[config.mk]
export PLATFORM = sky130hd
export DESIGN_NAME = dp_shift_mask
export DESIGN_NICKNAME = d
export VERILOG_FILES = /design/src/rtl/dp_pkg.sv /design/src/rtl/dp_shift_mask.sv
export SDC_FILE = /design/constraint.sdc
export NUM_CORES = 1
export LEC_CHECK = 0
export ABC_AREA = 1
export BUFFER_PORTS_ARGS = -buffer_cell sky130_fd_sc_hd__buf_2
export CAP_MARGIN = 20
export CORE_MARGIN = 3
export CORE_UTILIZATION = 40
export DETAILED_ROUTE_END_ITERATION = 12
export HOLD_SLACK_MARGIN = 0.15
export PLACE_DENSITY = 0.57
export SLEW_MARGIN = 0
export SYNTH_ARGS = -nofsm -noshare
export SYNTH_HDL_FRONTEND = slang
export SYNTH_SLANG_ARGS = --single-unit
[constraint.sdc]
create_clock -name mclk_in -period 2.8 [get_ports mclk_in]
set_input_delay 0.42 -clock mclk_in [delete_from_list [all_inputs] [get_ports mclk_in]]
set_output_delay 0.42 -clock mclk_in [all_outputs]
set_load 0.01 [all_outputs]
[src/rtl/dp_pkg.sv]
package dp_pkg;

    // Register byte offsets
    localparam logic [7:0] CTRL_OFS   = 8'h00;
    localparam logic [7:0] MASK_OFS   = 8'h04;
    localparam logic [7:0] ROUTE_OFS  = 8'h08;
    localparam logic [7:0] STATUS_OFS = 8'h0C;
    localparam logic [7:0] WORD_BASE  = 8'h20;
    localparam int         WORD_COUNT = 8;

    // Static control register field positions
    localparam int CTL_SOSEL  = 0;
    localparam int CTL_MSBSEL = 1;
    localparam int CTL_MSBEN  = 4;
    localparam int CTL_MSBSI  = 5;
    localparam int CTL_DEFSI  = 6;
    localparam int CTL_SIA    = 7;
    localparam int CTL_SIB    = 9;
    localparam int CTL_CIA    = 11;
    localparam int CTL_CIB    = 13;
    localparam int CTL_INS0   = 15;
    localparam int CTL_INS1   = 17;
    localparam int CTRL_W     = 19;

    // Dynamic configuration word field positions
    localparam int DW_SHIFT = 0;
    localparam int DW_SISEL = 2;
    localparam int DW_CISEL = 3;

    // Routed input indices and selector widths
    localparam int IN_ADDR_LO = 0;
    localparam int IN_ADDR_MI = 1;
    localparam int IN_ADDR_HI = 2;
    localparam int IN_Q0_LD   = 3;
    localparam int IN_Q1_LD   = 4;
    localparam int IN_OP0_LD  = 5;
    localparam int IN_OP1_LD  = 6;
    localparam int IN_SHIFTIN = 7;
    localparam int IN_CARRY   = 8;
    localparam int NUM_INPUTS = 9;
    localparam int ROUTE_W    = 6;
    localparam int SEL_W      = 3;

    // Reset values
    localparam logic [7:0] MASK_RST = 8'hFF;
    localparam logic [2:0] MSB_TOP  = 3'h7;

    typedef enum logic [1:0] {SH_PASS, SH_LEFT, SH_RIGHT, SH_SWAP}
        shift_op_type;
    typedef enum logic [1:0] {SI_DEFAULT, SI_REGISTERED, SI_ROUTED,
        SI_CHAINED} shiftin_src_type;
    typedef enum logic [1:0] {CI_DEFAULT, CI_REGISTERED, CI_ROUTED,
        CI_CHAINED} carry_mode_type;
    typedef enum logic [1:0] {SRC_BUS, SRC_ACC0, SRC_ACC1, SRC_ALU}
        queue_src_type;

    // Register port request
    typedef struct packed {
        logic [7:0]  addr;
        logic [31:0] wdata;
        logic        wr;
        logic        rd;
    } bus_req_type;

    // Whole state of the slice
    typedef struct packed {
        logic [CTRL_W-1:0]               ctrl;
        logic [7:0]                      mask;
        logic [NUM_INPUTS*SEL_W-1:0]     route;
        logic [WORD_COUNT-1:0][15:0]     words;
        logic                            carry_flag;
        logic                            sol;
        logic                            sor;
        logic [3:0]                      hist;
        logic [3:0]                      pend;
        logic [31:0]                     rdata;
        logic [7:0]                      result;
        logic                            shift_out;
        logic [1:0]                      carry_mode;
        logic                            carry_to_alu;
        logic [15:0]                     dyn_word;
        logic [1:0]                      q_wr;
        logic [1:0][7:0]                 q_wdata;
        logic [1:0][7:0]                 operand;
    } state_type;

    localparam state_type STATE_RST = '{mask: MASK_RST, default: '0};

endpackage : dp_pkg

[src/rtl/dp_shift_mask.sv]
// Implementation choices: the register offsets and the address-and-strobe port.
`timescale 1ns/10ps
// Function
// - Register carry out for next operation
// - Two-bit shift control: pass, left, right, swap
// - Static bit picks left or right shift-out
// - Without shift, shift-outs are result LSb/MSb
// - Word picks shift-in source A or B
// - Shift-in used only on left/right shifts
// - Source 00: default bit or MSb arithmetic
// - Source 01: previous registered shift-out
// - Source 10: routed serial input
// - Source 11: neighbour slice chain inputs
// - Left out and right in use MSb position
// - Both shift-outs registered every cycle
// - Bits above MSb shift, their outs lost
// - Result ANDed with 8-bit mask
// - Three-bit address selects 16-bit config word
// - Queue load on rising edge, source select
// - Operand register load from queue on edge
// - Routed carry used only in routed mode
// - Each of nine inputs has six-way selector
// - Loads edge sensitive, others level sensitive
// - Carry select 10 uses routed carry
module dp_shift_mask
    import dp_pkg::*;
(
    input  wire logic               mclk_in,
    input  wire logic               rst_n_in,
    input  wire bus_req_type        bus_in,
    output logic [31:0]             rdata_out,
    input  wire logic [ROUTE_W-1:0] route_in,
    input  wire logic [7:0]         alu_result_in,
    input  wire logic               alu_carry_out_in,
    input  wire logic               chain_carry_in,
    input  wire logic               chain_from_right_in,
    input  wire logic               chain_from_left_in,
    input  wire logic [7:0]         accumulator_zero_in,
    input  wire logic [7:0]         accumulator_one_in,
    input  wire logic [7:0]         queue_zero_in,
    input  wire logic [7:0]         queue_one_in,
    output logic [7:0]              result_out,
    output logic                    shift_out,
    output logic                    sol_reg_out,
    output logic                    sor_reg_out,
    output logic [1:0]              carry_mode_out,
    output logic                    carry_to_alu_out,
    output logic [15:0]             dynamic_config_word_out,
    output logic                    queue_zero_wr_out,
    output logic [7:0]              queue_zero_wdata_out,
    output logic                    queue_one_wr_out,
    output logic [7:0]              queue_one_wdata_out,
    output logic [7:0]              operand_reg_zero_out,
    output logic [7:0]              operand_reg_one_out
);

    state_type                s_q;
    state_type                s_d;
    logic [NUM_INPUTS-1:0]    routed_c;
    logic [2:0]               cfg_addr_c;
    logic [15:0]              cur_word_c;
    shift_op_type             shift_op_c;
    shiftin_src_type          si_src_c;
    carry_mode_type           ci_mode_c;
    logic [2:0]               msb_pos_c;
    logic                     sil_c;
    logic                     sir_c;
    logic [7:0]               shifted_c;
    logic [3:0]               load_c;
    logic [3:0]               rise_c;

    // Six-way routing selector per input
    for (genvar g = 0; g < NUM_INPUTS; g++)
    begin : g_route
        logic [SEL_W-1:0] sel;
        assign sel = s_q.route[g*SEL_W +: SEL_W];
        assign routed_c[g] = (sel < SEL_W'(ROUTE_W)) ?
                             route_in[sel] : 1'b0;
    end

    // Level inputs straight, load inputs through edge detectors
    assign cfg_addr_c = {routed_c[IN_ADDR_HI], routed_c[IN_ADDR_MI],
                         routed_c[IN_ADDR_LO]};
    assign load_c     = {routed_c[IN_OP1_LD], routed_c[IN_OP0_LD],
                         routed_c[IN_Q1_LD], routed_c[IN_Q0_LD]};
    assign rise_c     = load_c & ~s_q.hist;

    // Next-state logic
    always_comb
    begin
        s_d = s_q;
        cur_word_c = s_q.words[cfg_addr_c];
        shift_op_c = shift_op_type'(cur_word_c[DW_SHIFT +: 2]);
        si_src_c = cur_word_c[DW_SISEL] ?
            shiftin_src_type'(s_q.ctrl[CTL_SIB +: 2]) :
            shiftin_src_type'(s_q.ctrl[CTL_SIA +: 2]);
        ci_mode_c = cur_word_c[DW_CISEL] ?
            carry_mode_type'(s_q.ctrl[CTL_CIB +: 2]) :
            carry_mode_type'(s_q.ctrl[CTL_CIA +: 2]);
        msb_pos_c = s_q.ctrl[CTL_MSBEN] ?
            s_q.ctrl[CTL_MSBSEL +: 3] : MSB_TOP;

        // Shift-in source for each direction
        unique case (si_src_c)
            SI_DEFAULT:
            begin
                sil_c = s_q.ctrl[CTL_DEFSI];
                sir_c = s_q.ctrl[CTL_MSBSI] ?
                    alu_result_in[msb_pos_c] : s_q.ctrl[CTL_DEFSI];
            end
            SI_REGISTERED:
            begin
                sil_c = s_q.sol;
                sir_c = s_q.sor;
            end
            SI_ROUTED:
            begin
                sil_c = routed_c[IN_SHIFTIN];
                sir_c = routed_c[IN_SHIFTIN];
            end
            SI_CHAINED:
            begin
                sil_c = chain_from_right_in;
                sir_c = chain_from_left_in;
            end
        endcase

        // Shifter; shift-outs of isolated upper bits are dropped
        shifted_c = alu_result_in;
        s_d.sol = alu_result_in[msb_pos_c];
        s_d.sor = alu_result_in[0];
        unique case (shift_op_c)
            SH_PASS:
                shifted_c = alu_result_in;
            SH_LEFT:
            begin
                shifted_c = {alu_result_in[6:0], sil_c};
            end
            SH_RIGHT:
            begin
                for (int i = 0; i < 8; i++)
                begin
                    if (i == int'(msb_pos_c) || i == 7)
                        shifted_c[i] = sir_c;
                    else
                        shifted_c[i] = alu_result_in[i+1];
                end
            end
            SH_SWAP:
                shifted_c = {alu_result_in[3:0],
                             alu_result_in[7:4]};
        endcase

        // Registered shift-outs and carry for later cycles
        s_d.carry_flag = alu_carry_out_in;
        s_d.result = shifted_c & s_q.mask;
        s_d.shift_out = s_q.ctrl[CTL_SOSEL] ?
                        s_d.sol : s_d.sor;
        s_d.dyn_word = cur_word_c;
        s_d.carry_mode = ci_mode_c;
        unique case (ci_mode_c)
            CI_DEFAULT:    s_d.carry_to_alu = 1'b0;
            CI_REGISTERED: s_d.carry_to_alu = s_q.carry_flag;
            CI_ROUTED:     s_d.carry_to_alu = routed_c[IN_CARRY];
            CI_CHAINED:    s_d.carry_to_alu = chain_carry_in;
        endcase

        // Edge detection: sample, then act on the following edge
        s_d.hist = load_c;
        s_d.pend = rise_c;
        for (int q = 0; q < 2; q++)
        begin
            s_d.q_wr[q] = 1'b0;
            if (s_q.pend[q])
            begin
                unique case (queue_src_type'(s_q.ctrl[(q == 0 ?
                    CTL_INS0 : CTL_INS1) +: 2]))
                    SRC_BUS:  s_d.q_wr[q] = 1'b0;
                    SRC_ACC0:
                    begin
                        s_d.q_wr[q] = 1'b1;
                        s_d.q_wdata[q] = accumulator_zero_in;
                    end
                    SRC_ACC1:
                    begin
                        s_d.q_wr[q] = 1'b1;
                        s_d.q_wdata[q] = accumulator_one_in;
                    end
                    SRC_ALU:
                    begin
                        s_d.q_wr[q] = 1'b1;
                        s_d.q_wdata[q] = alu_result_in;
                    end
                endcase
            end
        end
        if (s_q.pend[2])
            s_d.operand[0] = queue_zero_in;
        if (s_q.pend[3])
            s_d.operand[1] = queue_one_in;

        // Register writes
        if (bus_in.wr)
        begin
            if (bus_in.addr == CTRL_OFS)
                s_d.ctrl = bus_in.wdata[CTRL_W-1:0];
            else if (bus_in.addr == MASK_OFS)
                s_d.mask = bus_in.wdata[7:0];
            else if (bus_in.addr == ROUTE_OFS)
                s_d.route = bus_in.wdata[NUM_INPUTS*SEL_W-1:0];
            else if (bus_in.addr >= WORD_BASE &&
                     bus_in.addr[1:0] == 2'h0 &&
                     bus_in.addr < WORD_BASE + 8'(WORD_COUNT*4))
                s_d.words[bus_in.addr[4:2]] = bus_in.wdata[15:0];
        end

        // Register reads, data valid in the next cycle only
        s_d.rdata = 32'h0000_0000;
        if (bus_in.rd)
        begin
            if (bus_in.addr == CTRL_OFS)
                s_d.rdata = {13'h0000, s_q.ctrl};
            else if (bus_in.addr == MASK_OFS)
                s_d.rdata = {24'h00_0000, s_q.mask};
            else if (bus_in.addr == ROUTE_OFS)
                s_d.rdata = {5'h00, s_q.route};
            else if (bus_in.addr == STATUS_OFS)
                s_d.rdata = {10'h000, cfg_addr_c, s_q.sor, s_q.sol,
                             s_q.carry_flag, s_q.operand[1],
                             s_q.operand[0]};
            else if (bus_in.addr >= WORD_BASE &&
                     bus_in.addr[1:0] == 2'h0 &&
                     bus_in.addr < WORD_BASE + 8'(WORD_COUNT*4))
                s_d.rdata = {16'h0000, s_q.words[bus_in.addr[4:2]]};
        end
    end

    // State register
    always_ff @(posedge mclk_in)
    begin
        if (!rst_n_in)
            s_q <= STATE_RST;
        else
            s_q <= s_d;
    end

    // Outputs straight from the state register
    assign rdata_out               = s_q.rdata;
    assign result_out              = s_q.result;
    assign shift_out               = s_q.shift_out;
    assign sol_reg_out             = s_q.sol;
    assign sor_reg_out             = s_q.sor;
    assign carry_mode_out          = s_q.carry_mode;
    assign carry_to_alu_out        = s_q.carry_to_alu;
    assign dynamic_config_word_out = s_q.dyn_word;
    assign queue_zero_wr_out       = s_q.q_wr[0];
    assign queue_zero_wdata_out    = s_q.q_wdata[0];
    assign queue_one_wr_out        = s_q.q_wr[1];
    assign queue_one_wdata_out     = s_q.q_wdata[1];
    assign operand_reg_zero_out    = s_q.operand[0];
    assign operand_reg_one_out     = s_q.operand[1];
endmodule : dp_shift_mask

# [Yosys cells after proc, flatten, opt, wreduce, memory -nomap -nowiden]
# Index checks and enable logic that the tools add are counted.
[op_classes] order_cmp=24 n_eq_ne=24 muxes=61 n_bitwise=8 reduce_logical=26
[op_table] cell="$bwmux W128" count=1
[op_table] cell="$bmux W16 S3" count=2
[op_table] cell="$mux W16" count=4
[op_table] cell="$demux W16 S3" count=1
[op_table] cell="$lt A3 B4 Y1 const B" count=12
[op_table] cell="$pmux W8 S3" count=2
[op_table] cell="$mux W19" count=2
[op_table] cell="$pmux W8 S4" count=1
[op_table] cell="$bmux W1 S3" count=10
[op_table] cell="$mux W1" count=28
[op_table] cell="$lt A3 B3 Y1 const B" count=9
[op_table] cell="$mux W27" count=1
[op_table] cell="$mux W22" count=1
[op_table] cell="$eq A2 B2 Y1 const B" count=10
[op_table] cell="$eq A8 B4 Y1 const B" count=2
[op_table] cell="$eq A3 B3 Y1 const A" count=4
[op_table] cell="$logic_not A2 Y1" count=6
[op_table] cell="$pmux W1 S4" count=3
[op_table] cell="$reduce_and A2 Y1" count=6
[op_table] cell="$eq A2 B1 Y1 const B" count=5
[op_table] cell="$and A8 B8 Y8" count=1
[op_table] cell="$eq A8 B3 Y1 const B" count=1
[op_table] cell="$ge A8 B6 Y1 const B" count=1
[op_table] cell="$logic_not A8 Y1" count=1
[op_table] cell="18 further kinds" count=29
[word_totals] ff_bits=287 in_bits=94 output_inout_bits=96 word_cells=173

# [Logic depth before layout (Yosys ltp)]
# Gate-level depths: netlist of run 1.
[depth] depth_word=11 depth_mapped=19 ltp_nobuf=17

# [Least setup slack after synthesis of run 1]
# Ideal clock, no wire load.
[synth_timing] path_kind="input port to flip-flop" startpoint="input route_in[1]" endpoint="register s_q, in the netlist result_out[7]" setup_time_ps=115 t_arrival_ps=1994 t_required_ps=2685 slack_ps=691 cell_stages=16 n_path_buf=2 path_cell_list="inv_1 nand2_1 nand3_2 nand3_4 nand2_8 inv_8 buf_12 nand2_2 nand3_2 nand2_1 nand2_1 nand2_1 buf_6 nand2_1 o211ai_1 o21ba_1"
[synth_between] elab_chain_cells=10 word_cells_on_any_way=26 cone_classes="eq/ne (6); mux (17); bitwise (1); reduce/logical (2)"
[synth_rtl] element="start, declared" line="dp_shift_mask.sv:32" text="input wire logic [ROUTE_W-1:0] route_in,"
[synth_rtl] element="$bmux W1 S3" line="dp_shift_mask.sv:78" text="route_in[sel] : 1'b0;"
[synth_rtl] element="$mux W1 (implied by the code)" line="dp_shift_mask.sv:78"
[synth_rtl] element="$mux W1" line="dp_shift_mask.sv:77" text="assign routed_c[g] = (sel < SEL_W'(ROUTE_W)) ?"
[synth_rtl] element="$bmux W16 S3" line="dp_shift_mask.sv:92" text="cur_word_c = s_q.words[cfg_addr_c];"
[synth_rtl] element="$mux W16 (implied by the code)" line="dp_shift_mask.sv:92"
[synth_rtl] element="$mux W2" line="dp_shift_mask.sv:94" text="si_src_c = cur_word_c[DW_SISEL] ?"
[synth_rtl] element="$eq A2 B2 Y1 (tied with other cells)" line="dp_shift_mask.sv:104" text="unique case (si_src_c)"
[synth_rtl] element="$pmux W1 S4" line="dp_shift_mask.sv:104"
[synth_rtl] element="$pmux W8 S4 (*)" line="dp_shift_mask.sv:132" text="unique case (shift_op_c)"
[synth_rtl] element="$and A8 B8 Y8 (*)" line="dp_shift_mask.sv:156" text="s_d.result = shifted_c & s_q.mask;"
[synth_rtl] element="end signal, assigned" line="dp_shift_mask.sv:242" text="s_q <= STATE_RST;"
[synth_rtl] element="end signal, assigned" line="dp_shift_mask.sv:244" text="s_q <= s_d;"
[synth_rtl] element="end, declared" line="dp_shift_mask.sv:57" text="state_type s_q;"
# Mark *: on every way between the ends. The rest lies on a longest branch, timed or not. The select of a mux whose other input is x is not followed.
# A chain may end at the register's enable or synchronous reset.

# [Final worst setup path of run 1]
[layout_timing] startpoint="register s_q, in the netlist g_route[0].sel[1]" endpoint="register s_q, in the netlist carry_to_alu_out"
[layout_between] elab_chain_cells=8 word_cells_on_any_way=12 cone_classes="order compare (1); eq/ne (3); mux (7); reduce/logical (1)"
[layout_rtl] element="$bmux W1 S3" line="dp_shift_mask.sv:78"
[layout_rtl] element="$mux W1 (implied by the code)" line="dp_shift_mask.sv:78"
[layout_rtl] element="$mux W1 (*)" line="dp_shift_mask.sv:77"
[layout_rtl] element="$bmux W16 S3 (*)" line="dp_shift_mask.sv:92"
[layout_rtl] element="$mux W16 (implied by the code) (*)" line="dp_shift_mask.sv:92"
[layout_rtl] element="$mux W2 (*)" line="dp_shift_mask.sv:97" text="ci_mode_c = cur_word_c[DW_CISEL] ?"
[layout_rtl] element="$eq A2 B2 Y1 (tied with other cells)" line="dp_shift_mask.sv:161" text="unique case (ci_mode_c)"
[layout_rtl] element="$pmux W1 S4 (*)" line="dp_shift_mask.sv:161"
# Marked as above.

==> results of run 1 <==
## logic make-up after synthesis
logic type	after synthesis	share of synthesized area
compound gates	676	0.297
buf+inv	364	0.132
other cells	1	0.000280
simple gates	477	0.149
flops	282	0.422
## synthesized netlist by cell type, drive strengths merged
cell / n
nand3: 56
nand4: 1
a31oi: 10
a221oi: 7
o21bai: 5
o22ai: 99
clkbuf: 102
o221ai: 3
buf: 108
nor4: 1
o2111ai: 5
clkinv: 8
nor3: 22
nor2: 217
a22oi: 2
a41oi: 5
a21oi: 163
o21ai: 262
nand3b: 4
o211ai: 33
o21ba: 1
conb: 1
a211oi: 81
nand2: 168
inv: 146
or2: 8
dfxtp: 282
## power breakdown
group / internal, uW / total (uW) / leakage, uW / switching (uW)
combinational: 303 / 870 / 0.00350 / 567
clock: 2300 / 3950 / 0.000489 / 1650
sequential: 4070 / 4100 / 0.00228 / 29.1
total: 6680 / 8920 / 0.00627 / 2240
## layout make-up
type                       instances  area share
timing repair buffer             260       0.107
multi-input combinational       1158       0.390
tap                              442      0.0358
inverter                         154      0.0382
clock buffer                      47      0.0586
sequential                       282       0.365
clock inverter                     9     0.00477
## cells in the final DEF, fill, tap and decap left out, types with 6 or more instances in the layout
master           n
o21ai_0        245
nor3_2           6
clkinv_2         7
buf_4           48
dfxtp_1        280
clkbuf_16       31
a21oi_2          8
o22ai_1         99
nand3_1         52
buf_12           7
clkbuf_1         9
dlygate4sd3_1   27
a211oi_1        81
nor3_1          16
inv_2            9
a21oi_1        155
a221oi_1         7
o211ai_1        32
o21ai_2          9
nor2_1         214
clkbuf_8         7
a31oi_1         10
o21ai_1          7
buf_2          178
nand2_1        162
inv_1          136
clkinv_1         8
## path summary, 6_finish.rpt
kind	endpoint	cells past startpoint
setup / recovery	carry_to_alu_out$_SDFF_PN0_	13
hold / removal	operand_reg_zero_out[3]$_SDFFE_PN0P_	3
setup reg to reg	carry_to_alu_out$_SDFF_PN0_	13
hold reg to reg	s_q[97]$_SDFF_PN0_	1
## metal layers
metal	global-route usage	part of all wire	vias up
met5	0	0	-
met4	0.0633	0.025	0
met3	0.0380	0.084	76
met2	0.362	0.43	574
met1	0.343	0.46	5959
li1	-	-	6321
## per-stage QoR
step                      instance area, um^2  cells  utilization  setup slack (ns)
after floorplan                         13400   1804            -             0.691
after global placement                  14200   2269        0.433            0.0940
after detailed placement                14200   2269        0.433            0.0897
after CTS                               15400   2352        0.471             0.177
after global routing                    15500   2352        0.472           0.00409
final                                   15500   2352        0.472             0.174
## flip-flops by register name, indices dropped and copies added, names as in the netlist
signal	flops
queue_one_wdata_out	8
operand_reg_zero_out	8
queue_zero_wr_out	1
shift_out	1
dynamic_config_word_out	16
queue_zero_wdata_out	8
rdata_out	27
carry_to_alu_out	1
sor_reg_out	1
g_route.sel	27
carry_mode_out	2
sol_reg_out	1
s_q	164
result_out	8
operand_reg_one_out	8
queue_one_wr_out	1
## worst max-delay path, stage by stage, from the launching register on
cell      delay [ns]
dfxtp_1         0.46
inv_1           0.12
nand3_2         0.12
nand3_4         0.13
nand2_8         0.24
clkinv_8        0.20
o211ai_1        0.20
o21ai_1         0.10
o21ai_2         0.40
nand2_1         0.09
o21ai_1         0.15
nor2_1          0.09
nor2_1          0.15
a21oi_2         0.04
## timing repair
action | 4_1_cts | 5_1_grt
gates resized for setup | 0 | 5
hold buffers | 27 | 0
setup endpoints to repair | 0 | 8
hold endpoints to repair | 31 | 0
==> results.sh, run 1 <==
export IMPL_min_period_ns=2.63
export IMPL_fin_tns_setup_ns=0
export IMPL_crit_required_ns=3.25
export IMPL_ant_nets=0
export IMPL_coreArea_um2=32800
export IMPL_grt_start_max_net_pins=98
export IMPL_setup_violations=0
export IMPL_cap_violations=0
export IMPL_vias=12930
export IMPL_start_util=0.408
export IMPL_clk_pin_slew_ns=0.06
export IMPL_cp_max_fo=33
export IMPL_antenna_found_initial=0
export IMPL_fin_total_pwr_uw=8920
export IMPL_drt_pass1_iterations=5
export IMPL_min_period_over_period=0.938
export IMPL_worst_slew_pin_slew_ns=0.684
export IMPL_synth_seq_cells=282
export IMPL_ys_seq_area_frac=0.422
export IMPL_whs_ns=0.157
export IMPL_num_antenna_cells=0
export IMPL_dp_hpwl_um=28800
export IMPL_cellPowerDensity_nw_per_um2=577
export IMPL_worst_r2r_setup_slack_ns=0.17
export IMPL_regArea_um2=5650
export IMPL_max_clock_freq_ghz=0.381
export IMPL_rsz0062_at_grt="false"
export IMPL_synth_warnings=0
export IMPL_avgSynthCellArea_um2=7.43
export IMPL_first_global_vias=11962
export IMPL_yosys_top_cells_area="dfxtp_1, o21ai_0, nor2_1, a21oi_1, buf_4"
export IMPL_cts_sinks=282
export IMPL_slew_headroom=0.543
export IMPL_drt_iter0_drc=1292
export IMPL_post_cts_setup_buffers=0
export IMPL_worstHoldStart="queue_zero_in[3]"
export IMPL_cp_end_kind="flip-flop"
export IMPL_fin_skew_ns=0.00807
export IMPL_syn_area_um2=13400
export IMPL_synth_cell_types=45
export IMPL_wl_per_cell_um=18.6
export IMPL_status="finished clean"
export IMPL_grt_overflow=0
export IMPL_synth_top_area_cell="dfxtp_1"
export IMPL_gp_congestion=0.847
export IMPL_clk_path_buf_depth=3
export IMPL_rows=66
export IMPL_critPathLaunch="g_route[0].sel[1]$_SDFFE_PN0P_"
export IMPL_drv_slew=0
export IMPL_multi_input_area_um2=6030
export IMPL_hp_class="input port to flip-flop"
export IMPL_drc=0
export IMPL_grt_use_total=0.236
export IMPL_grt_pass1_wl_um=67400
export IMPL_syn_inst=1800
export IMPL_die_w_um=189
export IMPL_netlist_area_leader_share=0.422
export IMPL_drive_gt1_frac=0.175
export IMPL_arrival_ns=3.07
export IMPL_peakVddDrop_v=0.000478
export IMPL_critPathKind="flip-flop to flip-flop"
export IMPL_leakagePower_uw=0.00627
export IMPL_crit_reg2reg_launch="g_route[0].sel[1]$_SDFFE_PN0P_"
export IMPL_port_buffers=179
export IMPL_fill_cells=3329
export IMPL_crit_path_start_kind="flip-flop"
export IMPL_htreeDepth=1
export IMPL_floorplan_die_area_um2=35700
export IMPL_cts_root_buf="clkbuf_16"
export IMPL_cts_tree="built"
export IMPL_die_h_um=189
export IMPL_routed_wirelength_um=43800
export IMPL_cts_inserted_buffers=31
export IMPL_vias_per_cell=5.50
export IMPL_hold_viol=0
export IMPL_clock_latency_ns=0.55
export IMPL_area_delta_synth_final_pct=15.5
export IMPL_ioPinCount=190
export IMPL_final_nets=1981
No activity file was read; power rests on OpenSTA's default activity.
==> inputs of run 2 (changes only) <==
Clock period 2.8 ns to 2.62 ns, I/O delays scaled along.
==> results.sh, run 2 (same netlist as run 1, synthesis figures left out) <==
export IMPL_die_w_um=189
export IMPL_ff2ff_path_depth=17
export IMPL_holdPathEnd="queue_one_wdata_out[5]$_SDFFE_PN0P_"
export IMPL_start_util=0.408
export IMPL_vias=12994
export IMPL_slowest_delay_ns=0.39
export IMPL_antenna_found_initial=0
export IMPL_clk_pin_slew_ns=0.06
export IMPL_cts_tree="built"
export IMPL_min_period_ns=2.45
export IMPL_gp_congestion=0.852
export IMPL_ioPinCount=190
export IMPL_coreArea_um2=32800
export IMPL_peakVddDrop_v=0.000560
export IMPL_rsz0062_at_grt="true"
export IMPL_cellPowerDensity_nw_per_um2=617
export IMPL_cts_root_buf="clkbuf_16"
export IMPL_worstHoldStart="accumulator_one_in[5]"
export IMPL_critPathKind="flip-flop to flip-flop"
export IMPL_crit_reg2reg_launch="g_route[0].sel[0]$_SDFFE_PN0P_"
export IMPL_min_delay_path_depth=5
export IMPL_arrival_ns=2.94
export IMPL_setup_violations=0
export IMPL_dp_hpwl_um=28900
export IMPL_drive_gt1_frac=0.179
export IMPL_vias_per_cell=5.49
export IMPL_fin_skew_ns=0.00847
export IMPL_drv_slew=0
export IMPL_drt_pass1_iterations=5
export IMPL_leakagePower_uw=0.00638
export IMPL_worst_r2r_setup_slack_ns=0.17
export IMPL_htreeDepth=1
export IMPL_drt_iter0_drc=1447
export IMPL_hold_viol=0
export IMPL_final_common_cell="dfxtp_1"
export IMPL_cap_violations=0
export IMPL_slew_headroom=0.487
export IMPL_first_global_vias=12154
export IMPL_layout_common_cells="dfxtp_1, o21ai_0, nor2_1"
export IMPL_grt_use_total=0.235
export IMPL_min_period_over_period=0.936
export IMPL_final_nets=1996
export IMPL_cts_sinks=282
export IMPL_final_core_util=0.478
export IMPL_regMostFlops="s_q"
export IMPL_cts_inserted_buffers=30
export IMPL_hp_class="input port to flip-flop"
export IMPL_die_h_um=189
export IMPL_grt_overflow=0
export IMPL_post_cts_setup_buffers=0
export IMPL_clock_latency_ns=0.56
export IMPL_status="finished clean"
export IMPL_cp_max_fo=29
export IMPL_clk_path_buf_depth=3
export IMPL_grt_start_max_net_pins=98
export IMPL_max_clock_freq_ghz=0.408
export IMPL_num_antenna_cells=0
export IMPL_routed_wirelength_um=43800
export IMPL_wl_per_cell_um=18.5
export IMPL_floorplan_die_area_um2=35700
export IMPL_crit_required_ns=3.11
export IMPL_drc=0
export IMPL_largest_reg_flops=164
export IMPL_rows=66
export IMPL_fin_total_pwr_uw=9680
export IMPL_grt_pass1_wl_um=67900
export IMPL_area_delta_synth_final_pct=17.2
export IMPL_port_buffers=179
export IMPL_worst_slew_pin_slew_ns=0.764
export IMPL_crit_path_start_kind="flip-flop"
export IMPL_cp_end_kind="flip-flop"
export IMPL_ant_nets=0
export IMPL_crit_top_cell="nand2_1"
export IMPL_r2r_end="result_out[1]$_SDFF_PN0_"
export IMPL_crit_chain="inv_2 > nand2_1 > nand3_1 > nand2_2 > nand2_8 > inv_8 > nand2_1 > nand3_1 > nand2_1 > inv_1 > o21ai_1 > buf_4 > or2_0 > buf_4 > o21ai_2 > inv_1 > a21oi_2"
export IMPL_slowest_stage="dfxtp_2"
run 2: layout make-up:
class | instances | area, um^2
Clock buffer | 45 | 918
Fill cell | 3284 | 17100
Inverter | 154 | 586
Clock inverter | 10 | 100
Timing Repair Buffer | 276 | 1850
Tap cell | 442 | 553
Multi-Input combinational cell | 1158 | 6030
Sequential cell | 282 | 5650
run 2: stage by stage:
step	std cells	instance area (um^2)	setup slack (ns)	setup TNS [ns]	hold slack [ns]
floorplan	1804	13400	0.538	0	0.373
global placement	2273	14300	0.0249	0	0.378
detailed placement	2273	14300	0.0137	0	0.382
CTS	2367	15700	0.0983	0	0.192
global route	2367	15700	-0.0290	-0.0515	0.228
finish	2367	15700	0.168	0	0.210
run 2: repair_timing:
item | 4_1_cts | 5_1_grt
gates resized for setup | 0 | 5
hold endpoints to repair | 44 | 0
setup endpoints to repair | 0 | 9
hold buffers | 39 | 0
run 2: worst max-delay path: cells and delay by family, from the launching register on:
| kind | cells | cell delay (ns) |
|---|---|---|
| buf+inv | 6 | 0.74 |
| simple gates | 8 | 0.94 |
| flops | 1 | 0.39 |
| compound gates | 3 | 0.28 |
run 2: where the power goes:
part	leakage (uW)	switching [uW]	internal, uW
clock	0.000512	1740	2600
combinational	0.00358	612	340
sequential	0.00229	31.9	4350
total	0.00638	2390	7290
run 2: worst max-delay path by stage:
stage / start / end / slack, ns / depth (start not counted)
floorplan: route_in[1] / result_out[7]$_SDFF_PN0_ / 0.54 / 16
CTS: g_route[0].sel[0]$_SDFFE_PN0P_ / result_out[1]$_SDFF_PN0_ / 0.1 / 17
global placement: route_in[4] / result_out[1]$_SDFF_PN0_ / 0.02 / 18
finish: g_route[0].sel[0]$_SDFFE_PN0P_ / result_out[1]$_SDFF_PN0_ / 0.17 / 17
global route: g_route[0].sel[0]$_SDFFE_PN0P_ / result_out[1]$_SDFF_PN0_ / -0.03 / 16
detailed placement: route_in[4] / result_out[1]$_SDFF_PN0_ / 0.01 / 18
run 2: metal layers:
metal,vias up,wire (um),GRT usage
li1,6359,-,-
met1,5999,20600,0.346
met2,548,18900,0.362
met3,88,3090,0.0283
met4,0,1260,0.0687
met5,-,0,0
==> inputs of run 3 (changes only) <==
Settings changed: PLACE_DENSITY 0.57 to 0.59.
==> results.sh, run 3 (same netlist as run 1, synthesis figures left out) <==
export IMPL_cellPowerDensity_nw_per_um2=618
export IMPL_power_clock_fraction=0.449
export IMPL_antenna_found_initial=0
export IMPL_layout_common_cells="dfxtp_1, o21ai_0, nor2_1"
export IMPL_hp_class="input port to flip-flop"
export IMPL_num_antenna_cells=0
export IMPL_hold_viol=0
export IMPL_min_period_ns=2.37
export IMPL_crit_path_start_kind="flip-flop"
export IMPL_clock_latency_ns=0.57
export IMPL_drive_gt1_frac=0.178
export IMPL_cts_tree="built"
export IMPL_worst_r2r_setup_slack_ns=0.25
export IMPL_worst_slew_pin_slew_ns=0.765
export IMPL_setup_violations=0
export IMPL_ioPinCount=190
export IMPL_max_clock_freq_ghz=0.422
export IMPL_dp_hpwl_um=28600
export IMPL_peakVddDrop_v=0.000498
export IMPL_largest_reg_flops=164
export IMPL_wl_per_cell_um=18.4
export IMPL_rows=66
export IMPL_die_h_um=189
export IMPL_cts_inserted_buffers=31
export IMPL_power_switching_share=0.253
export IMPL_crit_reg2reg_launch="g_route[0].sel[0]$_SDFFE_PN0P_"
export IMPL_gp_congestion=0.858
export IMPL_intPower_uw=7240
export IMPL_port_buffers=179
export IMPL_r2r_end="carry_to_alu_out$_SDFF_PN0_"
export IMPL_die_w_um=189
export IMPL_critPathKind="flip-flop to flip-flop"
export IMPL_p_sw_uw=2460
export IMPL_area_delta_synth_final_pct=17.2
export IMPL_drt_iter0_drc=1374
export IMPL_grt_start_max_net_pins=107
export IMPL_final_nets=1993
export IMPL_worstHoldStart="rst_n_in"
export IMPL_multi_input_area_um2=6040
export IMPL_min_period_over_period=0.903
export IMPL_holdPathEnd="operand_reg_one_out[5]$_SDFFE_PN0P_"
export IMPL_drv_slew=0
export IMPL_crit_required_ns=3.07
export IMPL_floorplan_die_area_um2=35700
export IMPL_regMostFlops="s_q"
export IMPL_vias=12919
export IMPL_coreArea_um2=32800
export IMPL_rsz0062_at_grt="false"
export IMPL_cp_max_fo=15
export IMPL_ant_nets=0
export IMPL_grt_pass1_wl_um=67400
export IMPL_ff2ff_path_depth=14
export IMPL_fin_total_pwr_uw=9700
export IMPL_pwr_share_comb=0.098
export IMPL_start_util=0.408
export IMPL_cap_violations=0
export IMPL_leakagePower_uw=0.00635
export IMPL_cp_end_kind="flip-flop"
export IMPL_routed_wirelength_um=43400
export IMPL_fill_cells=3284
export IMPL_min_delay_path_depth=3
export IMPL_seqPwrFrac=0.453
export IMPL_clk_pin_slew_ns=0.06
export IMPL_first_global_vias=12187
export IMPL_status="finished clean"
export IMPL_grt_use_total=0.233
export IMPL_htreeDepth=1
export IMPL_slew_headroom=0.487
export IMPL_regArea_um2=5650
export IMPL_cts_root_buf="clkbuf_16"
export IMPL_fin_skew_ns=0.0101
export IMPL_drt_pass1_iterations=6
export IMPL_grt_overflow=0
export IMPL_vias_per_cell=5.47
export IMPL_fin_tns_setup_ns=0
export IMPL_arrival_ns=2.82
export IMPL_drc=0
export IMPL_final_common_cell="dfxtp_1"
export IMPL_cts_sinks=282
export IMPL_clk_path_buf_depth=3
run 3: how the worst max path moves through the flow:
stage / from / endpoint / slack, ns / cells after the start
floorplan: route_in[1] / result_out[7]$_SDFF_PN0_ / 0.54 / 16
global placement: route_in[4] / result_out[3]$_SDFF_PN0_ / 0.04 / 18
detailed placement: route_in[1] / result_out[6]$_SDFF_PN0_ / -0.01 / 18
CTS: g_route[2].sel[0]$_SDFFE_PN0P_ / result_out[6]$_SDFF_PN0_ / 0.17 / 14
global route: g_route[0].sel[0]$_SDFFE_PN0P_ / result_out[6]$_SDFF_PN0_ / 0.02 / 16
finish: g_route[0].sel[0]$_SDFFE_PN0P_ / carry_to_alu_out$_SDFF_PN0_ / 0.25 / 14
run 3: layout make-up:
cell class | instances | area share
multi-input cells | 1159 | 0.385
inverters | 154 | 0.0373
clock inverters | 16 | 0.0109
clock buffers | 39 | 0.0533
flip-flops and latches | 282 | 0.360
well taps | 442 | 0.0353
repair buffers | 271 | 0.118
run 3: metal layers:
layer | global-route usage | vias to the layer above | wire length (um)
li1 | - | 6360 | -
met1 | 0.337 | 5945 | 20200
met2 | 0.363 | 539 | 18900
met3 | 0.0376 | 75 | 3300
met4 | 0.0624 | 0 | 1070
met5 | 0 | - | 0
run 3: metrics by stage:
stage / setup slack, ns / std cells / util / hold WS [ns] / cell area, um^2
floorplan: 0.538 / 1804 / - / 0.373 / 13400
global placement: 0.0403 / 2268 / 0.435 / 0.378 / 14300
detailed placement: -0.0138 / 2268 / 0.435 / 0.378 / 14300
CTS: 0.168 / 2362 / 0.478 / 0.152 / 15700
global route: 0.0209 / 2363 / 0.479 / 0.165 / 15700
finish: 0.253 / 2363 / 0.479 / 0.169 / 15700
run 3: power by group through the flow:
stage / Sequential [uW] / Clock (uW) / Combinational (uW)
finish: 4390 / 4350 / 955
detailed placement: 4480 / 0 / 891
global placement: 4480 / 0 / 884
floorplan: 4470 / 0 / 601
global route: 4390 / 4590 / 1040
CTS: 4390 / 4420 / 938
run 3: timing repair:
item                                    in CTS  in global routing
hold buffers                                39                  0
buffers inserted                             0                  0
endpoints found under the setup margin       0                  8
hold endpoints to repair                    44                  0
resized for setup                            0                  7
run 3: worst max-delay path, stage by stage (launching register included):
cell      delay, ns
dfxtp_2        0.39
inv_2          0.06
nand2_1        0.08
nand3_1        0.11
nand2_4        0.17
nand2_8        0.14
or2_1          0.23
o211ai_1       0.08
o21ai_1        0.10
o21ai_2        0.36
nand2_1        0.09
o21ai_1        0.16
nor2_1         0.09
nor2_1         0.15
a21oi_2        0.04
